### src/logic/lvd_pkg.sv
// shared constants for the level detector control block
package lvd_pkg;
    localparam int ADDR_W = 8;
    localparam logic [ADDR_W-1:0] OFS_CSR   = 8'h1C;
    localparam logic [ADDR_W-1:0] OFS_STS   = 8'h20;
    localparam logic [ADDR_W-1:0] OFS_CLR   = 8'h24;
    localparam logic [ADDR_W-1:0] OFS_IEN   = 8'h28;
    localparam logic [ADDR_W-1:0] OFS_WIN   = 8'h2C;
    localparam logic [31:0] CSR_RESET = 32'h0000_0000;
    localparam int DET_N     = 2;
    localparam int FIELD_W   = 16;
    localparam int B_ON      = 0;
    localparam int B_SW      = 1;
    localparam int B_SPD     = 2;
    localparam int B_NEG     = 4;
    localparam int B_ROUTE   = 8;
    localparam int B_FLIP    = 11;
    localparam int B_HYS     = 12;
    localparam int B_LEVEL   = 14;
    localparam int B_FREEZE  = 15;
    localparam int ROUTE_W   = 3;
    localparam int ROUTE_N   = 7;
    localparam int EVT_N     = 2 * DET_N;
    // writable control bits of one detector field: 13:8 and 6:0
    localparam logic [FIELD_W-1:0] WR_MASK = 16'h3F7F;
endpackage : lvd_pkg

### src/logic/lvd_regs.sv
// control/status register bank for two analog level detectors
//
// Design decision made here: the plain strobed port.
`timescale 1ns/1ps
`default_nettype none
// What this block does
// - detectors run free of the bus clock; their outputs are synchronised to the bus clock.
// - only system reset restores defaults; no local software reset.
// - control/status register at offset 0x1C, reads zero after reset.
// - each control field is read/write, or read-only once frozen.
// - bit 0 turns the first detector on.
// - bit 1 closes the switch to the DAC-shared pin when 1.
// - bits 3:2 choose speed and power, 00 fastest, 11 slowest.
// - bits 6:4 choose the negative input source, codes 000 to 101.
// - each detector has an output polarity flip bit.
// - window mode joins positive inputs and cuts the second detector's pin.
// - detector output can reach timer break, clear, capture inputs and a pin.
// - each detector output drives an event controller line.
// - bits 10:8 route the first output; 000 routes nowhere.
// - bit 11 inverts the first output when 1.
// - bit 15 freezes the first detector's controls until system reset.
module lvd_regs
    import lvd_pkg::*;
(
    input  wire logic              i_clk,          // bus clock, 200 MHz
    input  wire logic              i_rst_n,        // system reset, async, active low
    input  wire logic [ADDR_W-1:0] i_addr,         // byte address
    input  wire logic [31:0]       i_wdata,        // write data
    input  wire logic              i_wr,           // write strobe
    input  wire logic              i_rd,           // read strobe
    input  wire logic [DET_N-1:0]  i_raw,          // raw analog detector outputs
    output logic      [31:0]       o_rdata,        // read data, cycle after i_rd
    output logic      [DET_N-1:0]  o_on,           // detector enables
    output logic      [DET_N-1:0]  o_dac_switch,   // dac pin input switch closed
    output logic      [2*DET_N-1:0] o_speed,       // speed/power select, 2 bits each
    output logic      [3*DET_N-1:0] o_neg_sel,     // negative input select, 3 bits each
    output logic      [2*DET_N-1:0] o_hyst,        // hysteresis level, 2 bits each
    output logic      [3*DET_N-1:0] o_route,       // output route select, 3 bits each
    output logic      [DET_N-1:0]  o_level,        // polarity-corrected outputs to pin
    output logic      [DET_N-1:0]  o_event,        // event controller lines
    output logic      [ROUTE_N*DET_N-1:0] o_timer, // timer input lines, one per nonzero route code
    output logic                   o_window,       // positive inputs joined
    output logic                   o_pin2_connect, // second detector own pin connected
    output logic                   o_irq           // interrupt, level
);
    typedef struct packed {
        logic [DET_N-1:0][FIELD_W-1:0] ctl;
        logic                          win;
        logic [DET_N-1:0]              lvl;
        logic [EVT_N-1:0]              sts;
        logic [EVT_N-1:0]              ien;
        logic [31:0]                   rdata;
        logic [ROUTE_N*DET_N-1:0]      timer;
        logic                          irq;
    } lvd_state_t;

    lvd_state_t       st;
    lvd_state_t       next_st;
    logic [DET_N-1:0] sync_raw;
    logic [DET_N-1:0] lvl_now;
    logic [EVT_N-1:0] evt;
    logic [31:0]      csr_view;

    // analog outputs are asynchronous to the bus clock
    lvd_sync #(
        .W (DET_N)
    ) u_sync (
        .i_clk   (i_clk),
        .i_rst_n (i_rst_n),
        .i_d     (i_raw),
        .o_q     (sync_raw)
    );

    always_comb
    begin
        next_st = st;
        for (int d = 0; d < DET_N; d++)
        begin
            lvl_now[d] = sync_raw[d] ^ st.ctl[d][B_FLIP];
            evt[2*d]   = lvl_now[d] & ~st.lvl[d];
            evt[2*d+1] = ~lvl_now[d] & st.lvl[d];
        end
        next_st.lvl = lvl_now;
        csr_view = st.ctl;
        for (int d = 0; d < DET_N; d++)
            csr_view[d*FIELD_W+B_LEVEL] = st.lvl[d];
        if (i_wr && i_addr == OFS_CSR)
        begin
            for (int d = 0; d < DET_N; d++)
            begin
                if (!st.ctl[d][B_FREEZE])
                begin
                    next_st.ctl[d] = i_wdata[d*FIELD_W +: FIELD_W] & WR_MASK;
                    next_st.ctl[d][B_FREEZE] = i_wdata[d*FIELD_W+B_FREEZE];
                end
            end
        end
        if (i_wr && i_addr == OFS_IEN)
            next_st.ien = i_wdata[EVT_N-1:0];
        if (i_wr && i_addr == OFS_WIN)
            next_st.win = i_wdata[0];
        // set wins over a clear in the same cycle
        next_st.sts = st.sts;
        if (i_wr && i_addr == OFS_CLR)
            next_st.sts = st.sts & ~i_wdata[EVT_N-1:0];
        next_st.sts = next_st.sts | evt;
        next_st.irq = |(next_st.sts & next_st.ien);
        for (int d = 0; d < DET_N; d++)
            for (int k = 1; k <= ROUTE_N; k++)
                next_st.timer[d*ROUTE_N+k-1] =
                    (st.ctl[d][B_ROUTE +: ROUTE_W] == ROUTE_W'(k)) && lvl_now[d];
        next_st.rdata = '0;
        if (i_rd)
        begin
            unique case (i_addr)
                OFS_CSR: next_st.rdata = csr_view;
                OFS_STS: next_st.rdata = {{(32-EVT_N){1'b0}}, st.sts};
                OFS_IEN: next_st.rdata = {{(32-EVT_N){1'b0}}, st.ien};
                OFS_WIN: next_st.rdata = {31'h0000_0000, st.win};
                default: next_st.rdata = '0;
            endcase
        end
    end

    // only the system reset clears the bank, freeze bits included
    always_ff @(posedge i_clk or negedge i_rst_n)
    begin
        if (!i_rst_n)
        begin
            st     <= '0;
            st.ctl <= CSR_RESET;
        end
        else
            st <= next_st;
    end

    always_comb
    begin
        o_rdata        = st.rdata;
        o_window       = st.win;
        o_pin2_connect = ~st.win;
        o_level        = st.lvl;
        o_event        = st.lvl;
        o_timer        = st.timer;
        o_irq          = st.irq;
        for (int d = 0; d < DET_N; d++)
        begin
            o_on[d]           = st.ctl[d][B_ON];
            o_dac_switch[d]   = st.ctl[d][B_SW];
            o_speed[2*d +: 2] = st.ctl[d][B_SPD +: 2];
            o_neg_sel[3*d +: 3] = st.ctl[d][B_NEG +: 3];
            o_hyst[2*d +: 2]  = st.ctl[d][B_HYS +: 2];
            o_route[3*d +: 3] = st.ctl[d][B_ROUTE +: ROUTE_W];
        end
    end

    freeze_hold_a: assert property (@(posedge i_clk) disable iff (!i_rst_n)
        st.ctl[0][B_FREEZE] |=> st.ctl[0] == $past(st.ctl[0]))
        else $error("frozen first detector field changed");

    freeze_hold2_a: assert property (@(posedge i_clk) disable iff (!i_rst_n)
        st.ctl[1][B_FREEZE] |=> st.ctl[1] == $past(st.ctl[1]))
        else $error("frozen second detector field changed");

    csr_write_a: assert property (@(posedge i_clk) disable iff (!i_rst_n)
        (i_wr && i_addr == OFS_CSR && !st.ctl[0][B_FREEZE])
        |=> o_on[0] == $past(i_wdata[B_ON]) && o_dac_switch[0] == $past(i_wdata[B_SW]))
        else $error("first detector enable or switch not taken from write");

    level_read_a: assert property (@(posedge i_clk) disable iff (!i_rst_n)
        (i_rd && i_addr == OFS_CSR) |=> o_rdata[B_LEVEL] == $past(st.lvl[0]))
        else $error("output level bit reads wrong");

    polarity_a: assert property (@(posedge i_clk) disable iff (!i_rst_n)
        ##1 o_level[0] == ($past(sync_raw[0]) ^ $past(st.ctl[0][B_FLIP])))
        else $error("output polarity not applied");

    route_none_a: assert property (@(posedge i_clk) disable iff (!i_rst_n)
        (st.ctl[0][B_ROUTE +: ROUTE_W] == '0) |=> o_timer[ROUTE_N-1:0] == '0)
        else $error("timer line active with route off");

    window_a: assert property (@(posedge i_clk) disable iff (!i_rst_n)
        o_window |-> !o_pin2_connect)
        else $error("second pin connected in window mode");

    irq_level_a: assert property (@(posedge i_clk) disable iff (!i_rst_n)
        ##1 o_irq == |($past(next_st.sts) & $past(next_st.ien)))
        else $error("interrupt does not follow enabled status");

    set_wins_a: assert property (@(posedge i_clk) disable iff (!i_rst_n)
        (|evt) |=> (st.sts & $past(evt)) == $past(evt))
        else $error("event lost against clear");

    unmapped_zero_a: assert property (@(posedge i_clk) disable iff (!i_rst_n)
        (i_rd && i_addr == OFS_CLR) |=> o_rdata == '0)
        else $error("write-only clear register reads nonzero");

    speed_wr_a: assert property (@(posedge i_clk) disable iff (!i_rst_n)
        (i_wr && i_addr == OFS_CSR && !st.ctl[0][B_FREEZE]) |=> o_speed[1:0] == $past(i_wdata[B_SPD +: 2]))
        else $error("first speed select not taken from write");

    neg_wr_a: assert property (@(posedge i_clk) disable iff (!i_rst_n)
        (i_wr && i_addr == OFS_CSR && !st.ctl[0][B_FREEZE]) |=> o_neg_sel[2:0] == $past(i_wdata[B_NEG +: 3]))
        else $error("first negative input select not taken from write");

    route_wr_a: assert property (@(posedge i_clk) disable iff (!i_rst_n)
        (i_wr && i_addr == OFS_CSR && !st.ctl[0][B_FREEZE])
        |=> o_route[2:0] == $past(i_wdata[B_ROUTE +: ROUTE_W]))
        else $error("first route select not taken from write");

    hyst_wr_a: assert property (@(posedge i_clk) disable iff (!i_rst_n)
        (i_wr && i_addr == OFS_CSR && !st.ctl[0][B_FREEZE]) |=> o_hyst[1:0] == $past(i_wdata[B_HYS +: 2]))
        else $error("first hysteresis not taken from write");

    flip_wr_a: assert property (@(posedge i_clk) disable iff (!i_rst_n)
        (i_wr && i_addr == OFS_CSR && !st.ctl[0][B_FREEZE]) |=> st.ctl[0][B_FLIP] == $past(i_wdata[B_FLIP]))
        else $error("first polarity bit not taken from write");

    freeze_set_a: assert property (@(posedge i_clk) disable iff (!i_rst_n)
        (i_wr && i_addr == OFS_CSR && !st.ctl[0][B_FREEZE])
        |=> st.ctl[0][B_FREEZE] == $past(i_wdata[B_FREEZE]))
        else $error("first freeze bit not taken from write");

    on2_wr_a: assert property (@(posedge i_clk) disable iff (!i_rst_n)
        (i_wr && i_addr == OFS_CSR && !st.ctl[1][B_FREEZE]) |=> o_on[1] == $past(i_wdata[FIELD_W+B_ON]))
        else $error("second enable not taken from write");

    sw2_wr_a: assert property (@(posedge i_clk) disable iff (!i_rst_n)
        (i_wr && i_addr == OFS_CSR && !st.ctl[1][B_FREEZE]) |=> o_dac_switch[1] == $past(i_wdata[FIELD_W+B_SW]))
        else $error("second switch not taken from write");

    speed2_wr_a: assert property (@(posedge i_clk) disable iff (!i_rst_n)
        (i_wr && i_addr == OFS_CSR && !st.ctl[1][B_FREEZE])
        |=> o_speed[3:2] == $past(i_wdata[FIELD_W+B_SPD +: 2]))
        else $error("second speed select not taken from write");

    neg2_wr_a: assert property (@(posedge i_clk) disable iff (!i_rst_n)
        (i_wr && i_addr == OFS_CSR && !st.ctl[1][B_FREEZE])
        |=> o_neg_sel[5:3] == $past(i_wdata[FIELD_W+B_NEG +: 3]))
        else $error("second negative input select not taken from write");

    route2_wr_a: assert property (@(posedge i_clk) disable iff (!i_rst_n)
        (i_wr && i_addr == OFS_CSR && !st.ctl[1][B_FREEZE])
        |=> o_route[5:3] == $past(i_wdata[FIELD_W+B_ROUTE +: ROUTE_W]))
        else $error("second route select not taken from write");

    hyst2_wr_a: assert property (@(posedge i_clk) disable iff (!i_rst_n)
        (i_wr && i_addr == OFS_CSR && !st.ctl[1][B_FREEZE])
        |=> o_hyst[3:2] == $past(i_wdata[FIELD_W+B_HYS +: 2]))
        else $error("second hysteresis not taken from write");

    flip2_wr_a: assert property (@(posedge i_clk) disable iff (!i_rst_n)
        (i_wr && i_addr == OFS_CSR && !st.ctl[1][B_FREEZE])
        |=> st.ctl[1][B_FLIP] == $past(i_wdata[FIELD_W+B_FLIP]))
        else $error("second polarity bit not taken from write");

    freeze2_set_a: assert property (@(posedge i_clk) disable iff (!i_rst_n)
        (i_wr && i_addr == OFS_CSR && !st.ctl[1][B_FREEZE])
        |=> st.ctl[1][B_FREEZE] == $past(i_wdata[FIELD_W+B_FREEZE]))
        else $error("second freeze bit not taken from write");

    reserved_zero_a: assert property (@(posedge i_clk) disable iff (!i_rst_n)
        (st.ctl[0] & ~(WR_MASK | (FIELD_W'(1) << B_FREEZE))) == '0)
        else $error("unwritable first field bit stored");

    reserved2_zero_a: assert property (@(posedge i_clk) disable iff (!i_rst_n)
        (st.ctl[1] & ~(WR_MASK | (FIELD_W'(1) << B_FREEZE))) == '0)
        else $error("unwritable second field bit stored");

    rdata_idle_a: assert property (@(posedge i_clk) disable iff (!i_rst_n)
        !i_rd |=> o_rdata == '0)
        else $error("read data not zero outside a read");

    sts_read_a: assert property (@(posedge i_clk) disable iff (!i_rst_n)
        (i_rd && i_addr == OFS_STS) |=> o_rdata == 32'($past(st.sts)))
        else $error("status read wrong");

    ien_read_a: assert property (@(posedge i_clk) disable iff (!i_rst_n)
        (i_rd && i_addr == OFS_IEN) |=> o_rdata == 32'($past(st.ien)))
        else $error("enable read wrong");

    win_read_a: assert property (@(posedge i_clk) disable iff (!i_rst_n)
        (i_rd && i_addr == OFS_WIN) |=> o_rdata == 32'($past(st.win)))
        else $error("window mode read wrong");

    ctl_read_a: assert property (@(posedge i_clk) disable iff (!i_rst_n)
        (i_rd && i_addr == OFS_CSR) |=> (o_rdata[FIELD_W-1:0] & WR_MASK) == ($past(st.ctl[0]) & WR_MASK))
        else $error("first control field reads wrong");

    ctl2_read_a: assert property (@(posedge i_clk) disable iff (!i_rst_n)
        (i_rd && i_addr == OFS_CSR)
        |=> (o_rdata[2*FIELD_W-1:FIELD_W] & WR_MASK) == ($past(st.ctl[1]) & WR_MASK))
        else $error("second control field reads wrong");

    level2_read_a: assert property (@(posedge i_clk) disable iff (!i_rst_n)
        (i_rd && i_addr == OFS_CSR) |=> o_rdata[FIELD_W+B_LEVEL] == $past(st.lvl[1]))
        else $error("second output level bit reads wrong");

    win_write_a: assert property (@(posedge i_clk) disable iff (!i_rst_n)
        (i_wr && i_addr == OFS_WIN) |=> o_window == $past(i_wdata[0]))
        else $error("window mode not taken from write");

    ien_write_a: assert property (@(posedge i_clk) disable iff (!i_rst_n)
        (i_wr && i_addr == OFS_IEN) |=> st.ien == $past(i_wdata[EVT_N-1:0]))
        else $error("enable not taken from write");

    sts_clear_a: assert property (@(posedge i_clk) disable iff (!i_rst_n)
        (i_wr && i_addr == OFS_CLR && evt == '0) |=> (st.sts & $past(i_wdata[EVT_N-1:0])) == '0)
        else $error("status not cleared by write");

    sts_sticky_a: assert property (@(posedge i_clk) disable iff (!i_rst_n)
        !(i_wr && i_addr == OFS_CLR) |=> (st.sts & $past(st.sts)) == $past(st.sts))
        else $error("status bit dropped without clear");

    rise0_evt_a: assert property (@(posedge i_clk) disable iff (!i_rst_n)
        (lvl_now[0] && !st.lvl[0]) |=> st.sts[0])
        else $error("first rise not recorded");

    fall0_evt_a: assert property (@(posedge i_clk) disable iff (!i_rst_n)
        (!lvl_now[0] && st.lvl[0]) |=> st.sts[1])
        else $error("first fall not recorded");

    rise1_evt_a: assert property (@(posedge i_clk) disable iff (!i_rst_n)
        (lvl_now[1] && !st.lvl[1]) |=> st.sts[2])
        else $error("second rise not recorded");

    fall1_evt_a: assert property (@(posedge i_clk) disable iff (!i_rst_n)
        (!lvl_now[1] && st.lvl[1]) |=> st.sts[3])
        else $error("second fall not recorded");

    event_line_a: assert property (@(posedge i_clk) disable iff (!i_rst_n)
        ##1 o_event == $past(lvl_now))
        else $error("event lines do not follow corrected level");

    route2_none_a: assert property (@(posedge i_clk) disable iff (!i_rst_n)
        (st.ctl[1][B_ROUTE +: ROUTE_W] == '0) |=> o_timer[2*ROUTE_N-1:ROUTE_N] == '0)
        else $error("second timer line active with route off");

    timer_one_a: assert property (@(posedge i_clk) disable iff (!i_rst_n)
        $onehot0(o_timer[ROUTE_N-1:0]))
        else $error("first output on several timer lines");

    timer2_one_a: assert property (@(posedge i_clk) disable iff (!i_rst_n)
        $onehot0(o_timer[2*ROUTE_N-1:ROUTE_N]))
        else $error("second output on several timer lines");

    timer_level_a: assert property (@(posedge i_clk) disable iff (!i_rst_n)
        (|o_timer[ROUTE_N-1:0]) |-> o_level[0])
        else $error("first timer line high with output low");

    timer2_level_a: assert property (@(posedge i_clk) disable iff (!i_rst_n)
        (|o_timer[2*ROUTE_N-1:ROUTE_N]) |-> o_level[1])
        else $error("second timer line high with output low");

    polarity2_a: assert property (@(posedge i_clk) disable iff (!i_rst_n)
        ##1 o_level[1] == ($past(sync_raw[1]) ^ $past(st.ctl[1][B_FLIP])))
        else $error("second output polarity not applied");

    irq_now_a: assert property (@(posedge i_clk) disable iff (!i_rst_n)
        o_irq == |(st.sts & st.ien))
        else $error("interrupt differs from enabled status");

    ctl_stable_a: assert property (@(posedge i_clk) disable iff (!i_rst_n)
        !(i_wr && i_addr == OFS_CSR) |=> st.ctl == $past(st.ctl))
        else $error("control changed without a write");

    win_stable_a: assert property (@(posedge i_clk) disable iff (!i_rst_n)
        !(i_wr && i_addr == OFS_WIN) |=> $stable(o_window))
        else $error("window mode changed without a write");

    ien_stable_a: assert property (@(posedge i_clk) disable iff (!i_rst_n)
        !(i_wr && i_addr == OFS_IEN) |=> $stable(st.ien))
        else $error("enable changed without a write");
endmodule : lvd_regs
`default_nettype wire

### src/logic/lvd_sync.sv
// two-flop synchroniser for asynchronous detector outputs
`timescale 1ns/1ps
`default_nettype none
module lvd_sync #(
    parameter int W = 2
) (
    input  wire logic         i_clk,   // bus clock
    input  wire logic         i_rst_n, // async reset, active low
    input  wire logic [W-1:0] i_d,     // asynchronous levels
    output logic      [W-1:0] o_q      // synchronised levels
);
    typedef struct packed {
        logic [W-1:0] meta;
        logic [W-1:0] q;
    } lvd_sync_t;

    lvd_sync_t st;
    lvd_sync_t next_st;

    always_comb
    begin
        next_st.meta = i_d;
        next_st.q    = st.meta;
    end

    always_ff @(posedge i_clk or negedge i_rst_n)
    begin
        if (!i_rst_n)
            st <= '0;
        else
            st <= next_st;
    end

    assign o_q = st.q;
endmodule : lvd_sync
`default_nettype wire

### config.mk
export PLATFORM = sky130hd
export DESIGN_NAME = lvd_regs
export DESIGN_NICKNAME = d
export VERILOG_FILES = /design/src/logic/lvd_pkg.sv /design/src/logic/lvd_regs.sv /design/src/logic/lvd_sync.sv
export SDC_FILE = /design/constraint.sdc
export NUM_CORES = 1
export LEC_CHECK = 0
export ABC_CLOCK_PERIOD_IN_PS = 3000
export BUFFER_PORTS_ARGS = -buffer_cell sky130_fd_sc_hd__buf_4
export CAP_MARGIN = 10
export CORE_UTILIZATION = 50
export DETAILED_ROUTE_END_ITERATION = 8
export GPL_TIMING_DRIVEN = 1
export PLACE_DENSITY = 0.79
export SLEW_MARGIN = 40
export SYNTH_ARGS = -nofsm -noshare
export SYNTH_HDL_FRONTEND = slang
export SYNTH_HIERARCHICAL = 1
export SYNTH_SLANG_ARGS = --single-unit
### constraint.sdc
create_clock -name i_clk -period 3 [get_ports i_clk]
set_input_delay 0.3 -clock i_clk [delete_from_list [all_inputs] [get_ports i_clk]]
set_output_delay 0.3 -clock i_clk [all_outputs]
set_load 0.02 [all_outputs]
# Word-level counts from Yosys, hierarchy flattened
# Index checks and enable logic that the tools add are counted.
# totals
regBits	90
latch_bits	0
mem_bits_rw	0
mem_bits_ro	0
inputBits	46
output_inout_bits	77
word_cells	76
mem_count	0
# op_classes
add_sub_neg	0
n_mul	0
n_div	0
n_lt_le_gt_ge	0
n_eq_ne	19
n_shift	0
n_mux	6
bitwise	17
n_reduce_logical	21
# op_table
op	n
32-bit case mux with 4 select lines	1
8-bit by 6-bit == test with 1-bit output, second input constant	4
16-bit two-way mux	2
32-bit two-way mux	1
3-bit == test, second input constant	8
1-bit logical AND	18
3-bit by 2-bit == test with 1-bit output, second input constant	4
4-bit bitwise AND	2
8-bit by 5-bit == test with 1-bit output, second input constant	1
4-bit two-way mux	2
1-bit NOT	7
3-bit by 1-bit == test with 1-bit output, second input constant	2
1-bit bitwise AND	4
4-bit NOT	1
4-bit OR	1
2-bit AND reduction	2
4-bit OR reduction	1
1-bit XOR	2

# Depth between registers and ports, before layout
# Gate-level depths: netlist of the first run.
# logic_depth
ltp_word	6
depth_mapped	5
depth_no_buf	4

# Hierarchy
# Netlist of the first run, hierarchy kept.
# modules_own_cells
mod	instances	cells_each	area_each_um2	seq_area_each_um2
lvd_regs	1	317	3791.1	2102.0
lvd_sync	1	4	100.1	100.1

# Worst setup path after synthesis of the first run
# No wires, ideal clock.
# synth_timing
path_type	input -> register
startpoint	input port i_addr[7]
endpoint	register st, in the netlist csr_view[11]
setup_time_ns	0.125
t_arrival_ns	1.665
t_required_ns	2.875
setup_slack_ns	1.211
cell_stages	5
path_buffers	1
cell_sequence	nor4_4 nand4_4 nor3_4 buf_6 mux2_2
# synth_via
elab_chain_cells	3
# synth_rtl
item	line	text
start: declaration	lvd_regs.sv:27	input wire logic [ADDR_W-1:0] i_addr,
8-bit by 5-bit == test with 1-bit output	lvd_regs.sv:87	if (i_wr && i_addr == OFS_CSR)
1-bit logical AND	lvd_regs.sv:87	
2-bit AND reduction (no source line)	-	
end signal: assignment	lvd_regs.sv:134	st <= next_st;
end: declaration	lvd_regs.sv:57	lvd_state_t st;
# No other way between the ends.
# A chain may end at the register's enable or synchronous reset.

# Final worst setup path of the first run
# layout_timing
startpoint	input port i_addr[7]
endpoint	register st, in the netlist o_neg_sel[5]
# Same word-level chain as after synthesis.

==> run metrics, run 1 <==
WL met2 3527 um; Setup Crit Path Kind in -> reg; # DRC 0; clock-pin slew on the worst setup and hold paths 0.09 ns; area growth from synthesis to layout 15.31%; failing checks hold timing; Rel. slew slack 50.05%; Skew-Pair Late Insertion Delay 0.35 ns; share of layout cells above drive strength 1 46.38%; FF-to-FF setup slack 1.45 ns; row cnt 31; CP max FO 13; Req. time, crit path 3.24 ns; most common cell in the netlist dfrtp_1; pin count of the biggest net entering global routing 89; CP arrival 1.99 ns; Post-CTS Setup Inserts 0; vias in the first global route 2,425; Top FF cell, synth dfrtp_1; period utilization 58.29%; Post-Syn Area 3891 um2; top cells by area, synth dfrtp_1, buf_4, mux2_2, and3_1, nor3_1; fin util 60.88%; xor and xnor area share after synthesis 0.4502%; Leakage 2.405 nW; DP Area 4307 um2; r2r worst-path depth 3; sequential share of the synthesized area 56.59%; core footprint 7370 um2; Reg-to-Reg Start csr_view[27]; Max Freq 571.9 MHz; met3 wire length 396 um; unrepaired setup endpoints after global routing no; Die W 90.22 um; largest family of logic cells by synthesized area buffers and inverters; Critical-path top delay cell nor3_4; simple-gate share of the synthesized area 13.22%; Place WS 0.8919 ns; Max Cap Violations 0; CTS HTree Levels 3; CP Cell Sequence buf_4 -> nor4_4 -> buf_4 -> nand4_4 -> nor3_4 -> mux2_2; cts hold-fix bufs 0; Synthesis Warnings 6; gr ovfl total 0; # port buffers 116; post-synth top area share 56.59%; Initial Utilization 52.80%; most used cell, CP buf_4; vias per std cell 5.076; initial antenna violation count 0; number of enable flip-flop cells after synthesis 0; multiplexer share of the synthesized area 8.360%; Synth Area per Inst 12.12 um2; minimum clock period 1.749 ns; wire length on met1 3097 um; CTS Buf Count 9; initial drt markers 53; Pins Over Slew Limit 0; Clock Sinks 88; Setup violations, final 0; Worst VDD drop 280.2 uV; all-layer global routing usage 18.89%; die height 90.22 um; Synth Instances 321; Worst setup SP type input pin; Crit. End Element flop; ANT cells 0; most frequent cells after synthesis dfrtp_1, buf_4, mux2_2, and3_1, nor2_1; Post-DRT Antenna Nets 0; post-synthesis adder-cell area fraction 0%; Die Area 8140 um2; Worst-Margin Slew 0.7392 ns; fin area 4487 um2; Final TNS setup 0 ns; worst stage delay on the critical path 0.54 ns; DP HPWL 4965 um; CTS root buf clkbuf_8; final setup margin 1.251 ns; Netlist cell types 38; WHS -0.02402 ns; skew final 0.008693 ns; PostCTS Resize Cnt 0; CTS tree done; Seq cells post-synth 88; drt total wl 7216 um; Top Metal Used met4; delay-heaviest family, CP simple AND/OR/NAND/NOR gates; hold crit path type in -> async; top cell type by total area after synthesis dfrtp_1; first-pass GRT wire length 11,950 um; reg2reg end o_irq; layout net count 414; Final GP Congestion 0.8490; status finished, violations left; Max Root-Sink Buffers 2; CP Buf/Inv Count 2; Vias 2,396; Synth async-reset ratio 100.0%; Power Dens Cells 491.8 nW/um2; Compound-Gate Fraction of Synth Area 4.566%; DRT Pass-1 Iters 4; routed len/inst 15.29 um; final hold violations 12; num ports 123
[worst register-to-register path, cell delays in order, from the launching register on]
cell	delay, ns
dfrtp_1	0.41
xnor2_1	0.53
a22oi_1	0.23
o2111ai_1	0.30
[worst max path at each step]
stage                     slack [ns]  cells past startpoint       from      endpoint
after detailed placement        0.89                      6  i_addr[7]  o_neg_sel[5]
after global placement          0.89                      6  i_addr[7]    o_route[5]
after floorplan                 1.21                      5  i_addr[7]  csr_view[11]
final                           1.25                      6  i_addr[7]  o_neg_sel[5]
after CTS                       1.26                      6  i_addr[7]  o_neg_sel[5]
after global routing            1.15                      6  i_addr[7]  o_neg_sel[5]
[metrics by stage]
step | std cells | power [mW]
finish | 472 | 2.207
global route | 472 | 2.300
CTS | 472 | 2.233
detailed placement | 456 | 1.485
global placement | 456 | 1.479
floorplan | 322 | 1.385
[logic make-up (layout without fill, tap and decap cells)]
logic type	count (synthesis)	in the layout
simple gates	83	83
other cells	1	2
compound gates	23	23
buf+inv	95	146
mux	29	29
flops	88	88
xor+xnor	2	2
[sequential cells by signal, indices dropped and copies added (netlist names)]
register,cells
o_rdata,30
o_timer,14
st,8
o_neg_sel,6
o_route,6
csr_view,4
o_hyst,4
o_speed,4
o_dac_switch,2
o_event,2
o_on,2
u_sync/next_st,2
u_sync/o_q,2
o_irq,1
o_window,1
[where the power goes]
part           internal (mW)  switching (mW)  leakage [nW]  total (mW)
Combinational         0.0966           0.120          1.12       0.217
Clock                  0.310           0.436        0.0944       0.746
Sequential              1.22          0.0271          1.19        1.24
Total                   1.62           0.584          2.41        2.21
[per-layer routing]
metal | track usage (%) | vias up
met1 | 26.03 | 1163
met5 | 0 | -
li1 | - | 1116
met3 | 2.876 | 18
met2 | 29.20 | 99
met4 | 9.677 | 0
[final cells by class]
cell class,count,area [um2]
timing repair buffer,119,899.6
inverter,11,41.29
tap,99,123.9
multi-input combinational,139,1042
clock inverter,7,53.80
sequential,88,2202
clock buffer,9,123.9
fill,616,2883
[cells in the final DEF (no fill, tap or decap), drive strengths merged, types with 2 or more instances in the layout]
cell	Yosys	layout
a31o	2	2
mux2	28	28
dfrtp	88	88
conb	1	2
nor3	13	13
o2bb2ai	3	3
o31ai	3	3
clkbuf	7	10
and3	26	26
clkinv	0	4
buf	77	118
nand2b	5	5
nor2	12	12
nand4	5	5
a41oi	3	3
or2	3	3
xnor2	2	2
a22oi	4	4
o21ai	4	4
inv	11	14
nand2	10	10
No activity file was read; power rests on OpenSTA's default activity.
==> run 2, diff against run 1 <==
--- a/config.mk
+++ b/config.mk
@@ -5,13 +5,13 @@
 export SDC_FILE = /design/constraint.sdc
 export NUM_CORES = 1
 export LEC_CHECK = 0
-export ABC_CLOCK_PERIOD_IN_PS = 3000
+export ABC_CLOCK_PERIOD_IN_PS = 1400
 export BUFFER_PORTS_ARGS = -buffer_cell sky130_fd_sc_hd__buf_4
 export CAP_MARGIN = 10
-export CORE_UTILIZATION = 50
+export CORE_UTILIZATION = 46
 export DETAILED_ROUTE_END_ITERATION = 8
 export GPL_TIMING_DRIVEN = 1
-export PLACE_DENSITY = 0.79
+export PLACE_DENSITY = 0.76
 export SLEW_MARGIN = 40
 export SYNTH_ARGS = -nofsm -noshare
 export SYNTH_HDL_FRONTEND = slang
==> constraint.sdc (replaced) <==
create_clock -name i_clk -period 1.4 [get_ports i_clk]
set_input_delay 0.14 -clock i_clk [delete_from_list [all_inputs] [get_ports i_clk]]
set_output_delay 0.14 -clock i_clk [all_outputs]
set_load 0.02 [all_outputs]
==> run 2 against run 1 <==
Clock power is 150% higher; the flow now finishes without violations; critical path depth is 1 lower; setup slack worse by 1.1 ns; largest cell class unchanged; global-route usage is 1.1 points lower; utilization is 3.1 points lower.
==> run metrics, run 2 (synthesized netlist as in run 1, its figures left out) <==
status finished, final reports clean (was finished, violations left); Leakage 2.525 nW (was 2.405 nW); Worst-Margin Slew 0.5219 ns (was 0.7392 ns); Req. time, crit path 1.61 ns (was 3.24 ns); max FFs per register 30 (unchanged); pin count of the biggest net entering global routing 89 (unchanged); WHS 0.01738 ns (was -0.02402 ns); die height 93.98 um (was 90.22 um); Max Root-Sink Buffers 2 (unchanged); Reg-to-Reg Start csr_view[27] (unchanged); Final GP Congestion 0.8921 (was 0.8490); hold crit path type in -> reg (was in -> async); unrepaired setup endpoints after global routing no (unchanged); Post-DRT Antenna Nets 0 (unchanged); minimum clock period 1.267 ns; FILL cells 700 (was 616); Pins Over Slew Limit 0 (unchanged); DRT Pass-1 Iters 4 (unchanged); CTS HTree Levels 3 (unchanged); # port buffers 116 (unchanged); initial antenna violation count 0 (unchanged); Rel. slew slack 64.84% (was 50.05%); most frequent cells in the layout buf_4, dfrtp_1, mux2_2 (unchanged); Vias 2,435 (was 2,396); fin util 57.79% (was 60.88%); Max Cap Violations 0 (unchanged); Clock Sinks 88 (unchanged); routed len/inst 15.08 um (was 15.29 um); reg2reg end o_irq (unchanged); final hold violations 0 (was 12); period utilization 90.51%; vias per std cell 4.899 (was 5.076); Place WS -0.3297 ns (was 0.8919 ns); # DRC 0 (unchanged); all-layer global routing usage 17.82% (was 18.89%); core footprint 8217 um2 (was 7370 um2); ANT cells 0 (unchanged); area growth from synthesis to layout 22.03% (was 15.31%); Final TNS setup 0 ns (unchanged); Die Area 8831 um2 (was 8140 um2); Crit. End Element flop (unchanged); Setup violations, final 0 (unchanged); Power Dens Cells 1056 nW/um2 (was 491.8 nW/um2); clock-pin slew on the worst setup and hold paths 0.09 ns (about the same); skew final 0.01258 ns (was 0.008693 ns); Max Freq 789.2 MHz; CTS Buf Count 9 (unchanged); Worst VDD drop 565.5 uV (was 280.2 uV); CTS root buf clkbuf_8 (unchanged); row cnt 33 (was 31); r2r worst-path depth 4 (was 3); CP arrival 1.48 ns (was 1.99 ns); num ports 123 (unchanged); Worst setup SP type input pin (unchanged); Hold Crit Endpoint o_on[1]; FF-to-FF setup slack 0.14 ns (was 1.45 ns); initial drt markers 85 (was 53); gr ovfl total 0 (unchanged); share of layout cells above drive strength 1 48.98% (was 46.38%); CP max FO 6 (was 13); Skew-Pair Late Insertion Delay 0.35 ns (about the same); Worst Min Path Start i_wdata[16]; CTS tree done (unchanged); layout net count 433 (was 414); most common cell after layout, fill and taps aside buf_4 (unchanged); hold path cells 2; Die W 93.98 um (was 90.22 um); Setup Crit Path Kind in -> reg (unchanged); drt total wl 7495 um (was 7216 um); DP HPWL 5161 um (was 4965 um); Initial Utilization 47.36% (was 52.80%); vias in the first global route 2,342 (was 2,425); first-pass GRT wire length 11,900 um (was 11,950 um); final setup margin 0.1328 ns (was 1.251 ns)
-- run 2: cell types whose count changed in the layout (fill, tap and decap cells not counted), sizes merged --
cell         change
bufinv           +1
dlygate4sd3      +6
buf             +14
clkinv           -2
-- run 2: layer usage --
layer,GRT usage [%],wire (um)
met1,24.46,3433
met3,4.288,374
met2,27.80,3676
met4,5.769,10
met5,0,0
-- run 2: worst max path at each step --
| stage | start | to | depth (start not counted) |
|---|---|---|---|
| 4_1_cts | i_addr[7] | o_irq | 5 |
| 3_3_place_gp | i_addr[7] | o_rdata[1] | 6 |
| 5_1_grt | csr_view[27] | o_irq | 4 |
| 3_5_place_dp | i_addr[7] | o_irq | 5 |
| 2_1_floorplan | i_addr[7] | csr_view[11] | 5 |
| 6_report | i_addr[7] | o_irq | 5 |
-- run 2: what timing repair did --
action,CTS,global route
setup endpoints to repair,0,4
hold buffers,5,1
resized for setup,0,2
buffers inserted,0,0
hold endpoints to repair,92,1
-- run 2: layout make-up --
| class | count | area [um2] | share of cell area [%] |
|---|---|---|---|
| tap | 105 | 131.4 | 2.767 |
| sequential | 88 | 2202 | 46.38 |
| inverter | 11 | 41.29 | 0.8696 |
| multi-input combinational | 139 | 1074 | 22.61 |
| timing repair buffer | 138 | 1089 | 22.92 |
| clock inverter | 6 | 73.82 | 1.555 |
| clock buffer | 10 | 137.6 | 2.899 |
-- run 2: report_power, final --
part / total [mW] / internal, mW / switching, mW / leakage [nW]
registers: 2.67 / 2.61 / 0.0591 / 1.19
logic: 0.507 / 0.241 / 0.266 / 1.23
clock network: 1.84 / 0.900 / 0.943 / 0.108
total: 5.02 / 3.75 / 1.27 / 2.53
-- run 2: stage by stage --
| step | std cells | power (mW) | instance area (um2) |
|---|---|---|---|
| 3_5_place_dp | 475 | 3.212 | 4466 |
| 4_1_cts | 496 | 5.061 | 4727 |
| 3_3_place_gp | 475 | 3.198 | 4466 |
| 2_1_floorplan | 322 | 2.972 | 3919 |
| 6_report | 497 | 5.016 | 4748 |
| 5_1_grt | 497 | 5.235 | 4748 |
-- run 2: critical path, cell delays in order --
cell       delay [ns]
buf_4            0.12
or4_4            0.60
nor3_2           0.22
mux2i_1          0.26
o2111ai_1        0.13
